File: src/verilog/cfi_pkg.sv
// Shared constants and carriers for the frame injector.
// Assumes one clock domain and an APB register port with 8-bit byte address.
package cfi_pkg;

    // ------------------------------------------------------------
    // Sizes
    // ------------------------------------------------------------
    localparam int NUM_GRP  = 2;
    localparam int ADDR_W   = 8;
    localparam int GRP_STEP = 4;   // Byte spacing of per-group copies

    // ------------------------------------------------------------
    // Register byte offsets
    // ------------------------------------------------------------
    localparam logic [7:0] OFF_CFG     = 8'h00;
    localparam logic [7:0] OFF_WR      = 8'h08;
    localparam logic [7:0] OFF_CTRL    = 8'h10;
    localparam logic [7:0] OFF_STATUS  = 8'h18;
    localparam logic [7:0] OFF_ERR     = 8'h1c;
    localparam logic [7:0] OFF_IRQ_ST  = 8'h24;
    localparam logic [7:0] OFF_IRQ_CLR = 8'h28;
    localparam logic [7:0] OFF_IRQ_EN  = 8'h2c;

    // ------------------------------------------------------------
    // Field positions and reset values
    // ------------------------------------------------------------
    localparam int  CFG_SWAP_BIT   = 8;
    localparam logic SWAP_RST      = 1'b1;
    localparam int  CTRL_GAP_LSB   = 21;
    localparam int  CTRL_ABORT_BIT = 20;
    localparam int  CTRL_EOF_BIT   = 19;
    localparam int  CTRL_SOF_BIT   = 18;
    localparam int  CTRL_VLD_LSB   = 16;
    localparam int  ST_WM_LSB      = 4;
    localparam int  ST_RDY_LSB     = 2;
    localparam int  ST_PROG_LSB    = 0;
    localparam int  ERR_ABORT_BIT  = 1;
    localparam int  ERR_WR_BIT     = 0;
    localparam int  EVT_W          = 3;   // Interrupt events per group
    localparam logic [7:0] GAP_RST = 8'h00;
    localparam logic [7:0] WORD_BYTES = 8'h04;

    // ------------------------------------------------------------
    // Carriers
    // ------------------------------------------------------------
    // Command pulses and settings from registers into one group
    typedef struct packed {
        logic        byte_swap;
        logic [7:0]  leading_dummy_count;
        logic [1:0]  last_word_valid_count;
        logic        sof;
        logic        eof;
        logic        abort;
        logic        wr;
        logic [31:0] wdata;
    } cfi_grp_cmd_t;

    // Word handed to the input_queue_system
    typedef struct packed {
        logic        valid;
        logic        sof;
        logic        eof;
        logic        abort;
        logic [1:0]  nbytes;   // Valid-byte code on the last word
        logic [1:0]  skip;     // Leading bytes to drop on first word
        logic [31:0] data;     // Network order
    } cfi_q_word_t;

    // One-cycle events from a group
    typedef struct packed {
        logic done;
        logic wr_err;
        logic aborted;
    } cfi_grp_evt_t;

    typedef enum logic {
        ST_IDLE = 1'b0,
        ST_LOAD = 1'b1
    } cfi_state_t;

endpackage

File: src/verilog/cfi_top.sv
// Register-driven frame injector with an APB slave and two groups.
// Assumes APB master on clk, queue sinks with valid/ready per group.
`timescale 1ns/100ps

// Notes on behaviour
// Config bit 8 picks byte order: 0 network order, 1 little-endian; resets to 1.
// Each data register write appends the next 32 bits of the group's frame.
// Gap field 28:21 counts leading dummy bytes that are discarded.
// Writing 1 to abort bit 20 cancels the frame; bit self-clears.
// End bit 19 written before the last word marks the next word as last.
// Start bit 18 written with 1 begins a new frame; 0 does nothing.
// Start bit reads 1 until the first word has gone to the queue.
// Valid-bytes field 17:16 gives byte count of the last word.
// Valid-bytes coding applies to network-ordered word contents.
// Status bits 5:4 show each group's queue high watermark.
// Software should check the watermark before starting a frame.
// Status bits 3:2 show each group's FIFO can take a word.
// Status bits 1:0 show a frame is being loaded per group.
// Error bits stay set until software writes 1 to them.
// Error bit 1 sets on abort; the group returns to idle.
// Error bit 0 sets on a data write with no frame started.
// Config, data, control, error per group four bytes apart; one status.
// Once the last word is written into the slot the frame passes on; loading clears.
module cfi_top import cfi_pkg::*; (
    // Clock and reset
    input  wire logic              clk,
    input  wire logic              srst,
    // APB slave
    input  wire logic              psel,
    input  wire logic              penable,
    input  wire logic              pwrite,
    input  wire logic [ADDR_W-1:0] paddr,
    input  wire logic [31:0]       pwdata,
    output logic                   pready,
    output logic [31:0]            prdata,
    output logic                   pslverr,
    // Input queue system
    output cfi_q_word_t            iq_word  [NUM_GRP],
    input  wire logic [NUM_GRP-1:0] iq_ready,
    input  wire logic [NUM_GRP-1:0] queue_high_level_flag,
    // Interrupt
    output logic                   irq
);

    // ------------------------------------------------------------
    // APB handshake
    // ------------------------------------------------------------
    logic        ack_q;
    logic [31:0] prdata_q;
    logic        hit_q;

    wire logic access = psel & penable;
    wire logic sample = access & ~ack_q;     // First access cycle
    wire logic wr_en  = access & ack_q & pwrite;

    // One wait state, then ready
    always_ff @(posedge clk) begin
        if (srst) begin
            ack_q <= 1'b0;
        end else begin
            ack_q <= sample;
        end
    end

    assign pready  = access & ack_q;
    assign prdata  = prdata_q;
    assign pslverr = pready & ~hit_q;

    // ------------------------------------------------------------
    // Per-group state
    // ------------------------------------------------------------
    logic                   swap_q   [NUM_GRP];
    logic [7:0]             gap_q    [NUM_GRP];
    logic [1:0]             vld_q    [NUM_GRP];
    logic [31:0]            wdata_q  [NUM_GRP];
    logic [1:0]             err_q    [NUM_GRP];
    logic [EVT_W-1:0]       ist_q    [NUM_GRP];
    logic [EVT_W-1:0]       ien_q    [NUM_GRP];
    logic [NUM_GRP-1:0]     sel_cfg, sel_wr, sel_ctrl, sel_err;
    logic [NUM_GRP-1:0]     rdy, prog, fpend, epend, gint;
    logic [31:0]            rd_cfg   [NUM_GRP];
    logic [31:0]            rd_ctrl  [NUM_GRP];
    logic [31:0]            rd_err   [NUM_GRP];

    wire logic sel_status = (paddr == OFF_STATUS);
    wire logic sel_ist    = (paddr == OFF_IRQ_ST);
    wire logic sel_iclr   = (paddr == OFF_IRQ_CLR);
    wire logic sel_ien    = (paddr == OFF_IRQ_EN);

    genvar g;
    generate
        for (g = 0; g < NUM_GRP; g++) begin : grp
            cfi_grp_cmd_t cmd;
            cfi_grp_evt_t evt;
            logic [EVT_W-1:0] ev_vec;

            // Address decode, copies four bytes apart
            assign sel_cfg[g]  = (paddr == 8'(OFF_CFG  + GRP_STEP * g));
            assign sel_wr[g]   = (paddr == 8'(OFF_WR   + GRP_STEP * g));
            assign sel_ctrl[g] = (paddr == 8'(OFF_CTRL + GRP_STEP * g));
            assign sel_err[g]  = (paddr == 8'(OFF_ERR  + GRP_STEP * g));

            // Control write turned into one-shot commands
            wire logic ctrl_wr = wr_en & sel_ctrl[g];
            assign cmd.byte_swap             = swap_q[g];
            assign cmd.leading_dummy_count   = ctrl_wr ? pwdata[CTRL_GAP_LSB +: 8] : gap_q[g];
            assign cmd.last_word_valid_count = vld_q[g];
            assign cmd.sof   = ctrl_wr & pwdata[CTRL_SOF_BIT];
            assign cmd.eof   = ctrl_wr & pwdata[CTRL_EOF_BIT];
            assign cmd.abort = ctrl_wr & pwdata[CTRL_ABORT_BIT];
            assign cmd.wr    = wr_en & sel_wr[g];
            assign cmd.wdata = pwdata;

            cfi_group u_grp (
                .clk                (clk),
                .srst               (srst),
                .cmd                (cmd),
                .out_ready          (iq_ready[g]),
                .out_word           (iq_word[g]),
                .fifo_rdy           (rdy[g]),
                .frame_loading_flag (prog[g]),
                .first_pend         (fpend[g]),
                .eof_pend           (epend[g]),
                .evt                (evt)
            );

            // Event vector in interrupt bit order
            assign ev_vec = {evt.done, evt.wr_err, evt.aborted};

            // Config and control fields
            always_ff @(posedge clk) begin
                if (srst) begin
                    swap_q[g]  <= SWAP_RST;
                    gap_q[g]   <= GAP_RST;
                    vld_q[g]   <= 2'h0;
                    wdata_q[g] <= 32'h0000_0000;
                end else begin
                    if (wr_en && sel_cfg[g]) begin
                        swap_q[g] <= pwdata[CFG_SWAP_BIT];
                    end
                    if (ctrl_wr) begin
                        gap_q[g] <= pwdata[CTRL_GAP_LSB +: 8];
                        vld_q[g] <= pwdata[CTRL_VLD_LSB +: 2];
                    end
                    if (cmd.wr) begin
                        wdata_q[g] <= pwdata;
                    end
                end
            end

            // Sticky errors, set beats clear
            always_ff @(posedge clk) begin
                if (srst) begin
                    err_q[g] <= 2'h0;
                end else begin
                    err_q[g] <= (err_q[g] & ~({2{wr_en & sel_err[g]}} & pwdata[1:0]))
                              | {evt.aborted, evt.wr_err};
                end
            end

            // Interrupt status and enable
            always_ff @(posedge clk) begin
                if (srst) begin
                    ist_q[g] <= '0;
                    ien_q[g] <= '0;
                end else begin
                    ist_q[g] <= (ist_q[g] & ~({EVT_W{wr_en & sel_iclr}}
                                & pwdata[EVT_W*g +: EVT_W])) | ev_vec;
                    if (wr_en && sel_ien) begin
                        ien_q[g] <= pwdata[EVT_W*g +: EVT_W];
                    end
                end
            end

            assign gint[g] = |(ist_q[g] & ien_q[g]);

            // Read images
            assign rd_cfg[g]  = 32'(swap_q[g]) << CFG_SWAP_BIT;
            assign rd_ctrl[g] = (32'(gap_q[g]) << CTRL_GAP_LSB)
                              | (32'(epend[g]) << CTRL_EOF_BIT)
                              | (32'(fpend[g]) << CTRL_SOF_BIT)
                              | (32'(vld_q[g]) << CTRL_VLD_LSB);
            assign rd_err[g]  = 32'(err_q[g]);
        end
    endgenerate

    // ------------------------------------------------------------
    // Shared status and interrupt
    // ------------------------------------------------------------
    wire logic [31:0] rd_status = (32'(queue_high_level_flag) << ST_WM_LSB)
                                | (32'(rdy) << ST_RDY_LSB)
                                | (32'(prog) << ST_PROG_LSB);
    wire logic [31:0] rd_ist    = 32'({ist_q[1], ist_q[0]});
    wire logic [31:0] rd_ien    = 32'({ien_q[1], ien_q[0]});

    assign irq = |gint;

    // ------------------------------------------------------------
    // Read mux
    // ------------------------------------------------------------
    logic [31:0] rd_mux;
    logic        rd_hit;

    always_comb begin
        rd_mux = 32'h0000_0000;
        rd_hit = sel_status | sel_ist | sel_iclr | sel_ien;
        if (sel_status) begin
            rd_mux = rd_status;
        end else if (sel_ist) begin
            rd_mux = rd_ist;
        end else if (sel_ien) begin
            rd_mux = rd_ien;
        end
        for (int i = 0; i < NUM_GRP; i++) begin
            rd_hit = rd_hit | sel_cfg[i] | sel_wr[i] | sel_ctrl[i] | sel_err[i];
            if (sel_cfg[i]) begin
                rd_mux = rd_cfg[i];
            end
            if (sel_wr[i]) begin
                rd_mux = wdata_q[i];
            end
            if (sel_ctrl[i]) begin
                rd_mux = rd_ctrl[i];
            end
            if (sel_err[i]) begin
                rd_mux = rd_err[i];
            end
        end
    end

    // Capture read data and decode result in the first access cycle
    always_ff @(posedge clk) begin
        if (srst) begin
            prdata_q <= 32'h0000_0000;
            hit_q    <= 1'b0;
        end else if (sample) begin
            prdata_q <= pwrite ? 32'h0000_0000 : rd_mux;
            hit_q    <= rd_hit;
        end
    end

endmodule

File: src/verilog/cfi_group.sv
// One injection group: frame state, gap discard and one-word slot.
// Assumes the queue side drains the slot with a valid/ready handshake.
`timescale 1ns/100ps
module cfi_group import cfi_pkg::*; (
    // Clock and reset
    input  wire logic   clk,
    input  wire logic   srst,
    // From registers
    input  cfi_grp_cmd_t cmd,
    // To queue system
    input  wire logic   out_ready,
    output cfi_q_word_t out_word,
    // Status and events
    output logic        fifo_rdy,
    output logic        frame_loading_flag,
    output logic        first_pend,
    output logic        eof_pend,
    output cfi_grp_evt_t evt
);
    cfi_state_t  state_q;
    cfi_q_word_t slot_q;
    logic [7:0]  skip_q;
    logic        eofp_q, first_q, loaded_q, sent_q;

    // ------------------------------------------------------------
    // Decodes
    // ------------------------------------------------------------
    wire logic        loading = (state_q == ST_LOAD);
    wire logic        hs      = slot_q.valid & out_ready;
    wire logic [31:0] w       = cmd.wdata;
    wire logic [31:0] net_w   = cmd.byte_swap ? {w[7:0], w[15:8], w[23:16], w[31:24]} : w;
    wire logic        acc     = cmd.wr & loading & ~slot_q.valid;
    wire logic        drop    = acc & ~eofp_q & (skip_q >= WORD_BYTES);
    wire logic        kill    = (cmd.abort | cmd.sof) & loading;

    // Outputs
    assign out_word           = slot_q;
    assign fifo_rdy           = ~slot_q.valid;
    assign frame_loading_flag = loading;
    assign first_pend         = first_q;
    assign eof_pend           = eofp_q;
    assign evt.aborted        = kill;
    assign evt.wr_err         = cmd.wr & ~acc;
    assign evt.done           = hs & slot_q.eof;

    // ------------------------------------------------------------
    // Frame state and slot
    // ------------------------------------------------------------
    always_ff @(posedge clk) begin
        if (srst) begin
            state_q  <= ST_IDLE;
            slot_q   <= '0;
            skip_q   <= GAP_RST;
            eofp_q   <= 1'b0;
            first_q  <= 1'b0;
            loaded_q <= 1'b0;
            sent_q   <= 1'b0;
        end else begin
            if (hs) begin
                slot_q.valid <= 1'b0;
                if (slot_q.sof) begin
                    first_q <= 1'b0;
                    sent_q  <= 1'b1;
                end
            end
            if (kill) begin
                state_q <= ST_IDLE;
                eofp_q  <= 1'b0;
                first_q <= 1'b0;
                slot_q  <= '0;
                slot_q.valid <= sent_q | (hs & slot_q.sof);  // Marker only if queue saw data
                slot_q.abort <= sent_q | (hs & slot_q.sof);
            end
            if (cmd.sof) begin
                state_q  <= ST_LOAD;
                skip_q   <= cmd.leading_dummy_count;
                eofp_q   <= 1'b0;
                first_q  <= 1'b1;
                loaded_q <= 1'b0;
                sent_q   <= 1'b0;
            end else if (cmd.eof && loading) begin
                eofp_q <= 1'b1;
            end else if (drop) begin
                skip_q <= skip_q - WORD_BYTES;
            end else if (acc) begin
                slot_q.valid  <= 1'b1;
                slot_q.sof    <= ~loaded_q;
                slot_q.eof    <= eofp_q;
                slot_q.abort  <= 1'b0;
                slot_q.nbytes <= eofp_q ? cmd.last_word_valid_count : 2'h0;
                slot_q.skip   <= loaded_q ? 2'h0 : skip_q[1:0];
                slot_q.data   <= net_w;
                skip_q        <= GAP_RST;
                loaded_q      <= 1'b1;
                if (eofp_q) begin
                    state_q <= ST_IDLE;
                    eofp_q  <= 1'b0;
                end
            end
        end
    end

endmodule

File: config.mk
export PLATFORM = sky130hd
export DESIGN_NAME = cfi_top
export DESIGN_NICKNAME = d
export VERILOG_FILES = /design/src/verilog/cfi_pkg.sv /design/src/verilog/cfi_top.sv /design/src/verilog/cfi_group.sv
export SDC_FILE = /design/constraint.sdc
export NUM_CORES = 1
export LEC_CHECK = 0
export BUFFER_PORTS_ARGS = -buffer_cell sky130_fd_sc_hd__buf_2
export CAP_MARGIN = 40
export CORE_MARGIN = 1
export CORE_UTILIZATION = 57
export DETAILED_ROUTE_END_ITERATION = 7
export PLACE_DENSITY_LB_ADDON = 0.12
export REMOVE_ABC_BUFFERS = 1
export SYNTH_ARGS = -nofsm -noshare
export SYNTH_HDL_FRONTEND = slang
export SYNTH_SLANG_ARGS = --single-unit
File: constraint.sdc
create_clock -name clk -period 3.35 [get_ports clk]
set_clock_uncertainty 0.2 [all_clocks]
set_input_delay 0.1675 -clock clk [delete_from_list [all_inputs] [get_ports clk]]
set_output_delay 0.1675 -clock clk [all_outputs]
set_load 0.05 [all_outputs]
==> qor.txt, run 1 <==
Status: finished, final reports clean
Area delta synth->final: 23.1%
Crit share post-route: 93.9%
Max frequency: 318 MHz
First-pass GRT wire length: 49900 µm
Vias/cell: 6.11
First-pass iteration count of the detailed router: 5
Leakage Power: 5.17 nW
# clock sinks: 242
Async SR Flop Fraction: 0%
H-tree levels: 1
Number of synthesized flops with an enable pin: 91
Syn avg cell area: 10.0 µm²
Initial antenna violation count: 0
Setup WS post-layout: 205 ps
RSZ-0062 raised after global routing: false
Gr ovfl total: 0
Max-cap viol count: 0
Total power: 6.33 mW
Vias in the first global route: 8988
Crit path max fanout: 13
Finished Cell Area: 13500 µm²
Diodes inserted: 0
Final nets: 1339
Register bit count reported by yosys: 242
Worst-path cell chain: and4_1 > and3_1 > nand2_1 > a32oi_1 > dlygate4sd3_1 > nor2_1 > dlygate4sd3_1
CP Class: reg -> reg
Buffers & Inverters on Critical Path: 2
CTS Buf Count: 26
Setup crit start: ack_q$_SDFF_PP0_
Mapped Area: 11000 µm²
Largest stage delay, worst path: 580 ps
CP max stage cell: dlygate4sd3_1
Root Buffer: clkbuf_16
Remaining DRCs: 0
Final setup viols: 0
Clock-pin slew on the worst setup and hold paths: 60 ps
Die Width: 141 µm
Post-synth top flop: dfxtp_1
Hpwl dp: 20300 µm
Final hold violation count: 0
Clock latency on the worst-skew pair: 530 ps
Critical path data required time: 3560 ps
Top delay family on crit path: buffers and inverters
Critical Path AT: 3360 ps
Routed vias: 9413
Worst hold path type: in -> reg
Pin count of the biggest net entering global routing: 84
Worst VDD drop: 0.373 mV
Routed wire length: 31800 µm
Origin of the critical flop-to-flop path: ack_q$_SDFF_PP0_
Clock tree buffer depth: 3
Post-Place Cell Area: 12200 µm²
Max Slew Vio Count: 0
Worst-Margin Slew: 749 ps
Core box area: 18800 µm²
Register area share after synthesis: 52.4%
Pwr dens: 468 nW/µm²
Initial Utilization: 58.5%
Most frequent CP cell: dlygate4sd3_1
Site Rows: 50
Commonest non-fill, non-tap cell in the layout: buf_2
DR iter-0 viols: 905
Commonest non-fill, non-tap cells in the layout: 163 x buf_2, 151 x dfxtp_1, 91 x and2_1, 91 x edfxtp_1, 87 x nand2_1
Ports: 164
DRT antenna net count: 0
Setup WS pre-CTS: 478 ps
Die Y: 141 µm
Period minus WS final: 3150 ps
Slew headroom: 49.9%
DR WL/cell: 20.7 µm
HP Start: paddr[4]
Setup TNS: 0 ps
Port bufs: 163
Post-CTS Setup Bufs: 0
CTS tree: done
Netlist cell types: 66
Share of cells above drive strength 1: 28.6%
Gate Count Post-Synth: 1094
Gr usage total: 32.3%
CP startpoint kind: flip-flop
Synth Warn #: 0
GP Congestion: 0.914
Die area: 19800 µm²
Crit path capture type: flip-flop
## synthesized netlist by cell type, drive strengths merged, types with 14 or more instances
cell    instances  area share [%]
a32oi          14             1.1
nand2         107             4.1
edfxtp         91              25
clkbuf         73             2.5
a22o           19             1.5
a21oi          85             4.6
nor2           72             2.6
a22oi          70             4.8
o21ai          30             1.4
mux2           62             6.4
nor3           14            0.68
nand3          77             3.5
dfxtp         151              28
buf            18            0.95
and2           91             5.2
## cells by family (layout without fill, tap and decap cells)
family / count (synthesis) / in the layout / share of synthesized area, %
buffers and inverters: 100 / 312 / 3.75
adder cells (fa/ha/maj): 4 / 4 / 0.456
AO/OA/AOI/OAI: 257 / 257 / 16.2
AND/OR/NAND/NOR: 422 / 422 / 20.2
multiplexers: 63 / 63 / 6.45
XOR/XNOR: 6 / 6 / 0.479
flip-flops: 242 / 242 / 52.4
## path summary, 6_finish.rpt
check | cells past startpoint | endpoint | slack, ps
min | 5 | prdata[8]$_SDFFE_PP0P_ | 100
min reg2reg | 2 | prdata[25]$_SDFFE_PP0P_ | 250
max | 7 | ist_q[0][2]$_SDFF_PP0_ | 200
max reg2reg | 7 | ist_q[0][2]$_SDFF_PP0_ | 200
## per-layer routing
layer | wire [µm] | global-route usage [%]
met4 | 1010 | 11.8
met5 | 0 | 0
met1 | 13200 | 43.9
met3 | 2750 | 6.18
met2 | 14900 | 51.7
## power by group
group / switching [mW] / internal [mW] / leakage, nW
clock network: 1.16 / 1.74 / 0.422
registers: 0.0122 / 3.08 / 2.16
logic: 0.206 / 0.121 / 2.58
total: 1.38 / 4.94 / 5.17
## worst register-to-register path, cell delays in order (launching register included)
cell and delay (ps):
dfxtp_1 390, and4_1 570, and3_1 430, nand2_1 100
a32oi_1 170, dlygate4sd3_1 580, nor2_1 40, dlygate4sd3_1 560
## sequential cells by signal, indices dropped and copies added (netlist names), 6 cells and up
signal and flops:
prdata 32, ist_q 6, grp.u_grp.out_word 80, gap_q 16, ien_q 6, wdata_q 64, grp.u_grp.skip_q 16
## cell type report
type,count,area [µm²]
multi-input combinational,752,4850
fill,1399,5260
sequential,242,5760
inverter,9,33.8
tap,234,293
timing repair buffer,255,1710
clock buffer,40,774
clock inverter,8,95.1
## metrics by stage
stage          utilization, %  cells  hold slack, ps
2_1_floorplan               -   1003            29.9
3_3_place_gp             64.4   1440             236
3_5_place_dp             64.8   1443             246
4_1_cts                  72.0   1540            81.8
5_1_grt                  72.0   1540             115
6_report                 72.0   1540             103
## repair_timing
action                                  in CTS  in global routing
gates resized for setup                      0                  0
endpoints found under the setup margin       0                  0
hold buffers                                49                  0
endpoints found under the hold margin      190                  0
(Power assumes the default switching activity.)
==> inputs of run 2 (changes only) <==
Settings changed: CORE_UTILIZATION 57 to 58, SYNTH_HIERARCHICAL set to 1.
==> run 2 against run 1 <==
Against the previous run: sequential share of layout area down 1.7 points; clock power decreased by 4%; register-to-register slack gained 130 ps; cell area increased by 4.2%; utilization shrank 0.56 points; critical path type unchanged.
==> qor.txt, run 2 <==
CTS Buf Count: 26 (unchanged)
Post-cts sizing count: 0 (unchanged)
Worst-Margin Slew: 835 ps (+85.7 ps)
Area delta synth->final: 19.4%
Combinational share of power: 6.0% (+0.8 points)
Worst hold path type: in -> reg
Commonest non-fill, non-tap cell in the layout: buf_2
DRT antenna net count: 0 (unchanged)
Die area: 20900 µm² (+5.6%)
DR WL/cell: 20.4 µm (-1.2%)
Multi-input gate area: 5510 µm² (+13%)
Syn avg cell area: 9.57 µm² (-4.6%)
Setup TNS: 0 ps (unchanged)
Core box area: 19700 µm² (+5.1%)
# clock sinks: 242 (unchanged)
CP Class: reg -> reg
Synth Warn #: 6 (+6)
Initial Utilization: 59.8% (+1.4 points)
Die Width: 145 µm (+2.7%)
Crit share post-route: 90.0% (-3.9 points)
Max-cap viol count: 0 (unchanged)
CP startpoint kind: flip-flop
Async SR Flop Fraction: 0% (unchanged)
Post-synth top area share: 25.6% (-1.9 points)
Initial antenna violation count: 1 (+1)
Leakage Power: 6.09 nW (+18%)
DR iter-0 viols: 827 (-8.6%)
Post-synth top flop: dfxtp_1
Vias/cell: 6.15 (+0.57%)
Total power: 6.25 mW (-1.2%)
Hpwl dp: 22400 µm (+10%)
First-pass GRT wire length: 52800 µm (+5.8%)
Clock power frac: 44.4% (-1.6 points)
Share of cells above drive strength 1: 21.3% (-7.3 points)
Final non-filler cell total: 1694 (+10%)
First-pass iteration count of the detailed router: 7 (+2)
Mapped Area: 11800 µm² (+7.5%)
Register area share after synthesis: 48.8% (-3.7 points)
Final nets: 1461 (+9.1%)
Gr ovfl total: 0 (unchanged)
Slew headroom: 43.8% (-6.1 points)
Critical path data required time: 3610 ps (+50 ps)
Max Slew Vio Count: 0 (unchanged)
H-tree levels: 1 (unchanged)
Ports: 164 (unchanged)
Vias in the first global route: 9517 (+5.9%)
Pin count of the biggest net entering global routing: 64 (-24%)
Pint: 4.81 mW (-2.6%)
Final setup viols: 0 (unchanged)
Site Rows: 51 (+2.0%)
Placed Instances: 1599 (+11%)
Pwr dens: 444 nW/µm² (-5.3%)
Worst VDD drop: 0.307 mV (-18%)
Number of synthesized flops with an enable pin: 91 (unchanged)
Port bufs: 163 (unchanged)
Commonest cells post-synth: 151 x dfxtp_1, 102 x nor2_1, 101 x nand2_1
Storage element area: 5760 µm² (about the same)
Ranking of synthesized cells by area: dfxtp_1 26%, edfxtp_1 23%, mux2i_1 6.4%
Hold WS: 10.1 ps (-92.5 ps)
Crit path capture type: flip-flop
CTS tree: done
RSZ-0062 raised after global routing: false
Sw Ratio: 23.0% (+1.1 points)
Status: finished, final reports clean
Crit path max fanout: 20 (+7)
Register bit count reported by yosys: 242 (unchanged)
Critical Path AT: 3280 ps (-80 ps)
Clock latency on the worst-skew pair: 540 ps (about the same)
Gate Count Post-Synth: 1233 (+13%)
Switching Power: 1.43 mW (+3.7%)
Leading cell type by number of instances after synthesis: dfxtp_1
Gr usage total: 33.2% (+0.92 points)
Reg power frac: 49.5% (+0.6 points)
Final core utilization: 71.4% (-0.56 points)
Max reg flops: 80 (unchanged)
GP Congestion: 0.903 (-1.2%)
Remaining DRCs: 0 (unchanged)
Synth area leader: dfxtp_1
Max frequency: 332 MHz (+4.4%)
Routed wire length: 34600 µm (+8.7%)
Fill count: 1526 (+9.1%)
Root Buffer: clkbuf_16
Clock tree buffer depth: 3 (unchanged)
Die Y: 145 µm (+2.7%)
Final hold violation count: 0 (unchanged)
Netlist cell types: 74 (+12%)
Commonest non-fill, non-tap cells in the layout: 162 x buf_2, 150 x dfxtp_1, 101 x nand2_1
Clock-pin slew on the worst setup and hold paths: 60 ps (about the same)
Routed vias: 10400 (+11%)
Period minus WS final: 3010 ps (-132 ps)
## run 2: per-layer routing
layer	routed length [µm]	up-vias	global-route usage [%]
li1	-	4826	-
met1	14500	5007	45.1
met2	16200	507	54.4
met3	2890	73	4.27
met4	1050	0	12.2
met5	0	-	0
## run 2: path summary, 6_finish.rpt
path	cells past startpoint	slack, ps	end	startpoint
worst max-delay path	9	340	grp[0].u_grp/out_word[30]$_SDFF_PP0_	ack_q$_SDFF_PP0_
worst min-delay path	4	10	prdata[8]$_SDFFE_PP0P_	paddr[0]
worst max register to register	9	340	grp[0].u_grp/out_word[30]$_SDFF_PP0_	ack_q$_SDFF_PP0_
worst min register to register	2	250	grp[1].u_grp/out_word[19]$_SDFF_PP0_	grp[1].u_grp/out_word[19]$_SDFF_PP0_
## run 2: worst max-delay path, cell delays in order, from the launching register on
cell	delay (ps)
dfxtp_1	350
and4_1	390
and3_1	250
and2_1	170
o21ai_1	160
inv_1	140
nor2_2	600
buf_4	400
nand2_1	100
o21ai_0	150
## run 2: final cells by class
class / count / area share [%]
clock inverter: 15 / 0.924
inverter: 19 / 0.506
antenna: 1 / 0.0178
clock buffer: 33 / 4.88
timing repair buffer: 251 / 11.3
multi-input combinational: 868 / 39.1
sequential: 242 / 40.9
tap: 265 / 2.35
## run 2: power by group through the flow
stage	clock network [mW]	registers (mW)	logic (mW)
6_report	2.78	3.09	0.378
5_1_grt	2.93	3.10	0.402
4_1_cts	2.80	3.09	0.369
3_5_place_dp	0	3.16	0.326
3_3_place_gp	0	3.16	0.322
2_1_floorplan	0	3.15	0.131
## run 2: kinds of logic (layout without fill, tap and decap cells)
logic type / Yosys count / in the layout / synth area share, %
buffers and inverters: 123 / 318 / 4.79
xor gates and xnor gates: 4 / 4 / 0.297
AOI/OAI and AO/OA: 240 / 240 / 13.3
DFF: 242 / 242 / 48.8
and+or+nand+nor: 526 / 526 / 24.1
muxes: 94 / 94 / 8.27
adders and majority gates: 4 / 4 / 0.424
other: 0 / 1 / 0
## run 2: timing repair
action | CTS | global route
endpoints found under the hold margin | 187 | 0
hold buffers | 46 | 0
buffers inserted | 0 | 0
## run 2: per-stage QoR
stage                     setup slack [ps]  instance area, µm²
final                                  337               14100
after global routing                  48.0               14100
after floorplan                      -1910               11300
after global placement                 433               12800
after detailed placement               412               12800
after CTS                              388               14100
==> inputs of run 3 (changes only) <==
Settings changed: BUFFER_PORTS_ARGS -buffer_cell sky130_fd_sc_hd__buf_2 to -buffer_cell sky130_fd_sc_hd__clkbuf_2, SKIP_CTS_REPAIR_TIMING set to 1.
==> run 3 against run 2 <==
Against the previous run: the flow now finishes with violations (negative hold slack); combinational power decreased by 2%; register-to-register slack gained 30 ps; via count is 1.2% lower; sequential share of layout area is 0.23 points lower; clock power up 11%; die area unchanged; count of clock-buffer cells in the layout rose by 1; first-iteration DRC count up 27%; cell count fell by 0.59%; highest routed layer unchanged; routed wire length shrank 1.4%; power is 4.8% higher; utilization rose by 0.41 points; critical path type is now in -> reg.
==> qor.txt, run 3 (synthesis gave the netlist of run 2 again) <==
Area delta synth->final: 20.1%
Share of cells above drive strength 1: 21.9% (+0.63 points)
Vias/cell: 6.11 (-0.57%)
Final non-filler cell total: 1684 (-0.59%)
Max Slew Vio Count: 0 (unchanged)
Final hold violation count: 2 (+2)
Initial Utilization: 59.8% (unchanged)
Hold WS: -16.1 ps (-26.2 ps)
Hpwl dp: 22300 µm (-0.79%)
Max-cap viol count: 0 (unchanged)
Multi-input gate area: 5510 µm² (unchanged)
Worst VDD drop: 0.368 mV (+20%)
# clock sinks: 242 (unchanged)
H-tree levels: 1 (unchanged)
Clock power frac: 47.1% (+2.7 points)
Status: finished, violations left
Failing checks: negative hold slack
Diodes inserted: 0 (-1)
Pin count of the biggest net entering global routing: 87 (+36%)
RSZ-0062 raised after global routing: false
Critical Path AT: 3290 ps (about the same)
Die Y: 145 µm (unchanged)
CP startpoint kind: input pin
Commonest non-fill, non-tap cell in the layout: clkbuf_2
First-pass iteration count of the detailed router: 5 (-2)
Period minus WS final: 3060 ps (+45.3 ps)
CTS tree: done
Switching Power: 1.42 mW (-1.1%)
Max frequency: 327 MHz (-1.5%)
Remaining DRCs: 0 (unchanged)
Vias in the first global route: 9294 (-2.3%)
Die area: 20900 µm² (unchanged)
Critical path data required time: 3580 ps (-30 ps)
Gr ovfl total: 0 (unchanged)
Routed vias: 10300 (-1.2%)
Setup WS post-layout: 291 ps (-45.3 ps)
Root Buffer: clkbuf_16
Routed wire length: 34100 µm (-1.4%)
Gr usage total: 32.3% (-0.91 points)
Setup WS pre-CTS: 387 ps (-25.1 ps)
Port bufs: 163 (unchanged)
Commonest non-fill, non-tap cells in the layout: 162 x clkbuf_2, 150 x dfxtp_1, 101 x nand2_1
Clock tree buffer depth: 3 (unchanged)
Clock-pin slew on the worst setup and hold paths: 70 ps (about the same)
Slew headroom: 35.9% (-8.0 points)
Final core utilization: 71.9% (+0.41 points)
Sw Ratio: 21.6% (-1.3 points)
CTS Buf Count: 25 (-3.8%)
CP Class: in -> reg
Placed Instances: 1601 (+0.13%)
DRT antenna net count: 0 (unchanged)
Combinational share of power: 5.6% (-0.4 points)
Pint: 5.13 mW (+6.6%)
Leakage Power: 6.03 nW (-0.87%)
Ports: 164 (unchanged)
Worst hold path type: in -> reg
Crit path capture type: flip-flop
Core box area: 19700 µm² (unchanged)
GP Congestion: 0.919 (+1.8%)
Site Rows: 51 (unchanged)
DR WL/cell: 20.3 µm (-0.85%)
Storage element area: 5760 µm² (unchanged)
Max reg flops: 80 (unchanged)
Final nets: 1454 (-0.48%)
Pwr dens: 462 nW/µm² (+4.2%)
Finished Cell Area: 14200 µm² (+0.58%)
Crit share post-route: 91.3% (+1.4 points)
DR iter-0 viols: 1050 (+27%)
Initial antenna violation count: 1 (unchanged)
First-pass GRT wire length: 51500 µm (-2.5%)
Reg power frac: 47.2% (-2.3 points)
Final setup viols: 0 (unchanged)
Crit path max fanout: 20 (unchanged)
Post-Place Cell Area: 12900 µm² (+0.48%)
Clock latency on the worst-skew pair: 510 ps (-30 ps)
Worst-Margin Slew: 959 ps (+124 ps)
Total power: 6.55 mW (+4.8%)
Fill count: 1493 (-2.2%)
Setup TNS: 0 ps (unchanged)
Die Width: 145 µm (unchanged)
-- run 3: cell types whose count changed in the layout (fill, tap and decap cells not counted), sizes merged --
cell | previous run | this run
clkinv | 13 | 6
clkbuf | 33 | 196
buf | 205 | 45
diode | 1 | 0
bufinv | 2 | 5
dlygate4sd3 | 46 | 38
-- run 3: cell type report --
type / instances / share of cell area (%)
sequential: 242 / 40.6
clock buffer: 34 / 5.23
clock inverter: 11 / 1.26
inverter: 19 / 0.503
multi-input combinational: 868 / 38.9
timing repair buffer: 245 / 11.1
tap: 265 / 2.34
-- run 3: layer usage --
metal | global-route usage, % | wire length (µm)
met3 | 4.44 | 2590
met4 | 9.20 | 796
met1 | 45.9 | 14700
met5 | 0 | 0
met2 | 51.4 | 16000
-- run 3: critical path, stage by stage --
cell           delay, ps
dlygate4sd3_1        530
clkbuf_2             200
nor3_1               100
and3_1               200
and3_1               220
and2_1               180
o21ai_1              170
inv_1                130
nor2_2               680
buf_4                410
nand2_1              100
o21ai_0              190
-- run 3: power by group through the flow --
stage,combinational (mW),sequential [mW],clock (mW)
finish,0.369,3.09,3.09
global route,0.393,3.10,3.23
CTS,0.329,3.09,3.10
detailed placement,0.326,3.16,0
global placement,0.322,3.16,0
floorplan,0.131,3.15,0
-- run 3: final timing paths --
check | from | endpoint | cells after the start | slack [ps]
max | paddr[6] | grp[0].u_grp/out_word[30]$_SDFF_PP0_ | 12 | 290
min reg2reg | grp[1].u_grp/out_word[21]$_SDFF_PP0_ | grp[1].u_grp/out_word[21]$_SDFF_PP0_ | 2 | 250
min | paddr[4] | prdata[2]$_SDFFE_PP0P_ | 4 | -20
max reg2reg | ack_q$_SDFF_PP0_ | grp[0].u_grp/out_word[30]$_SDFF_PP0_ | 9 | 370
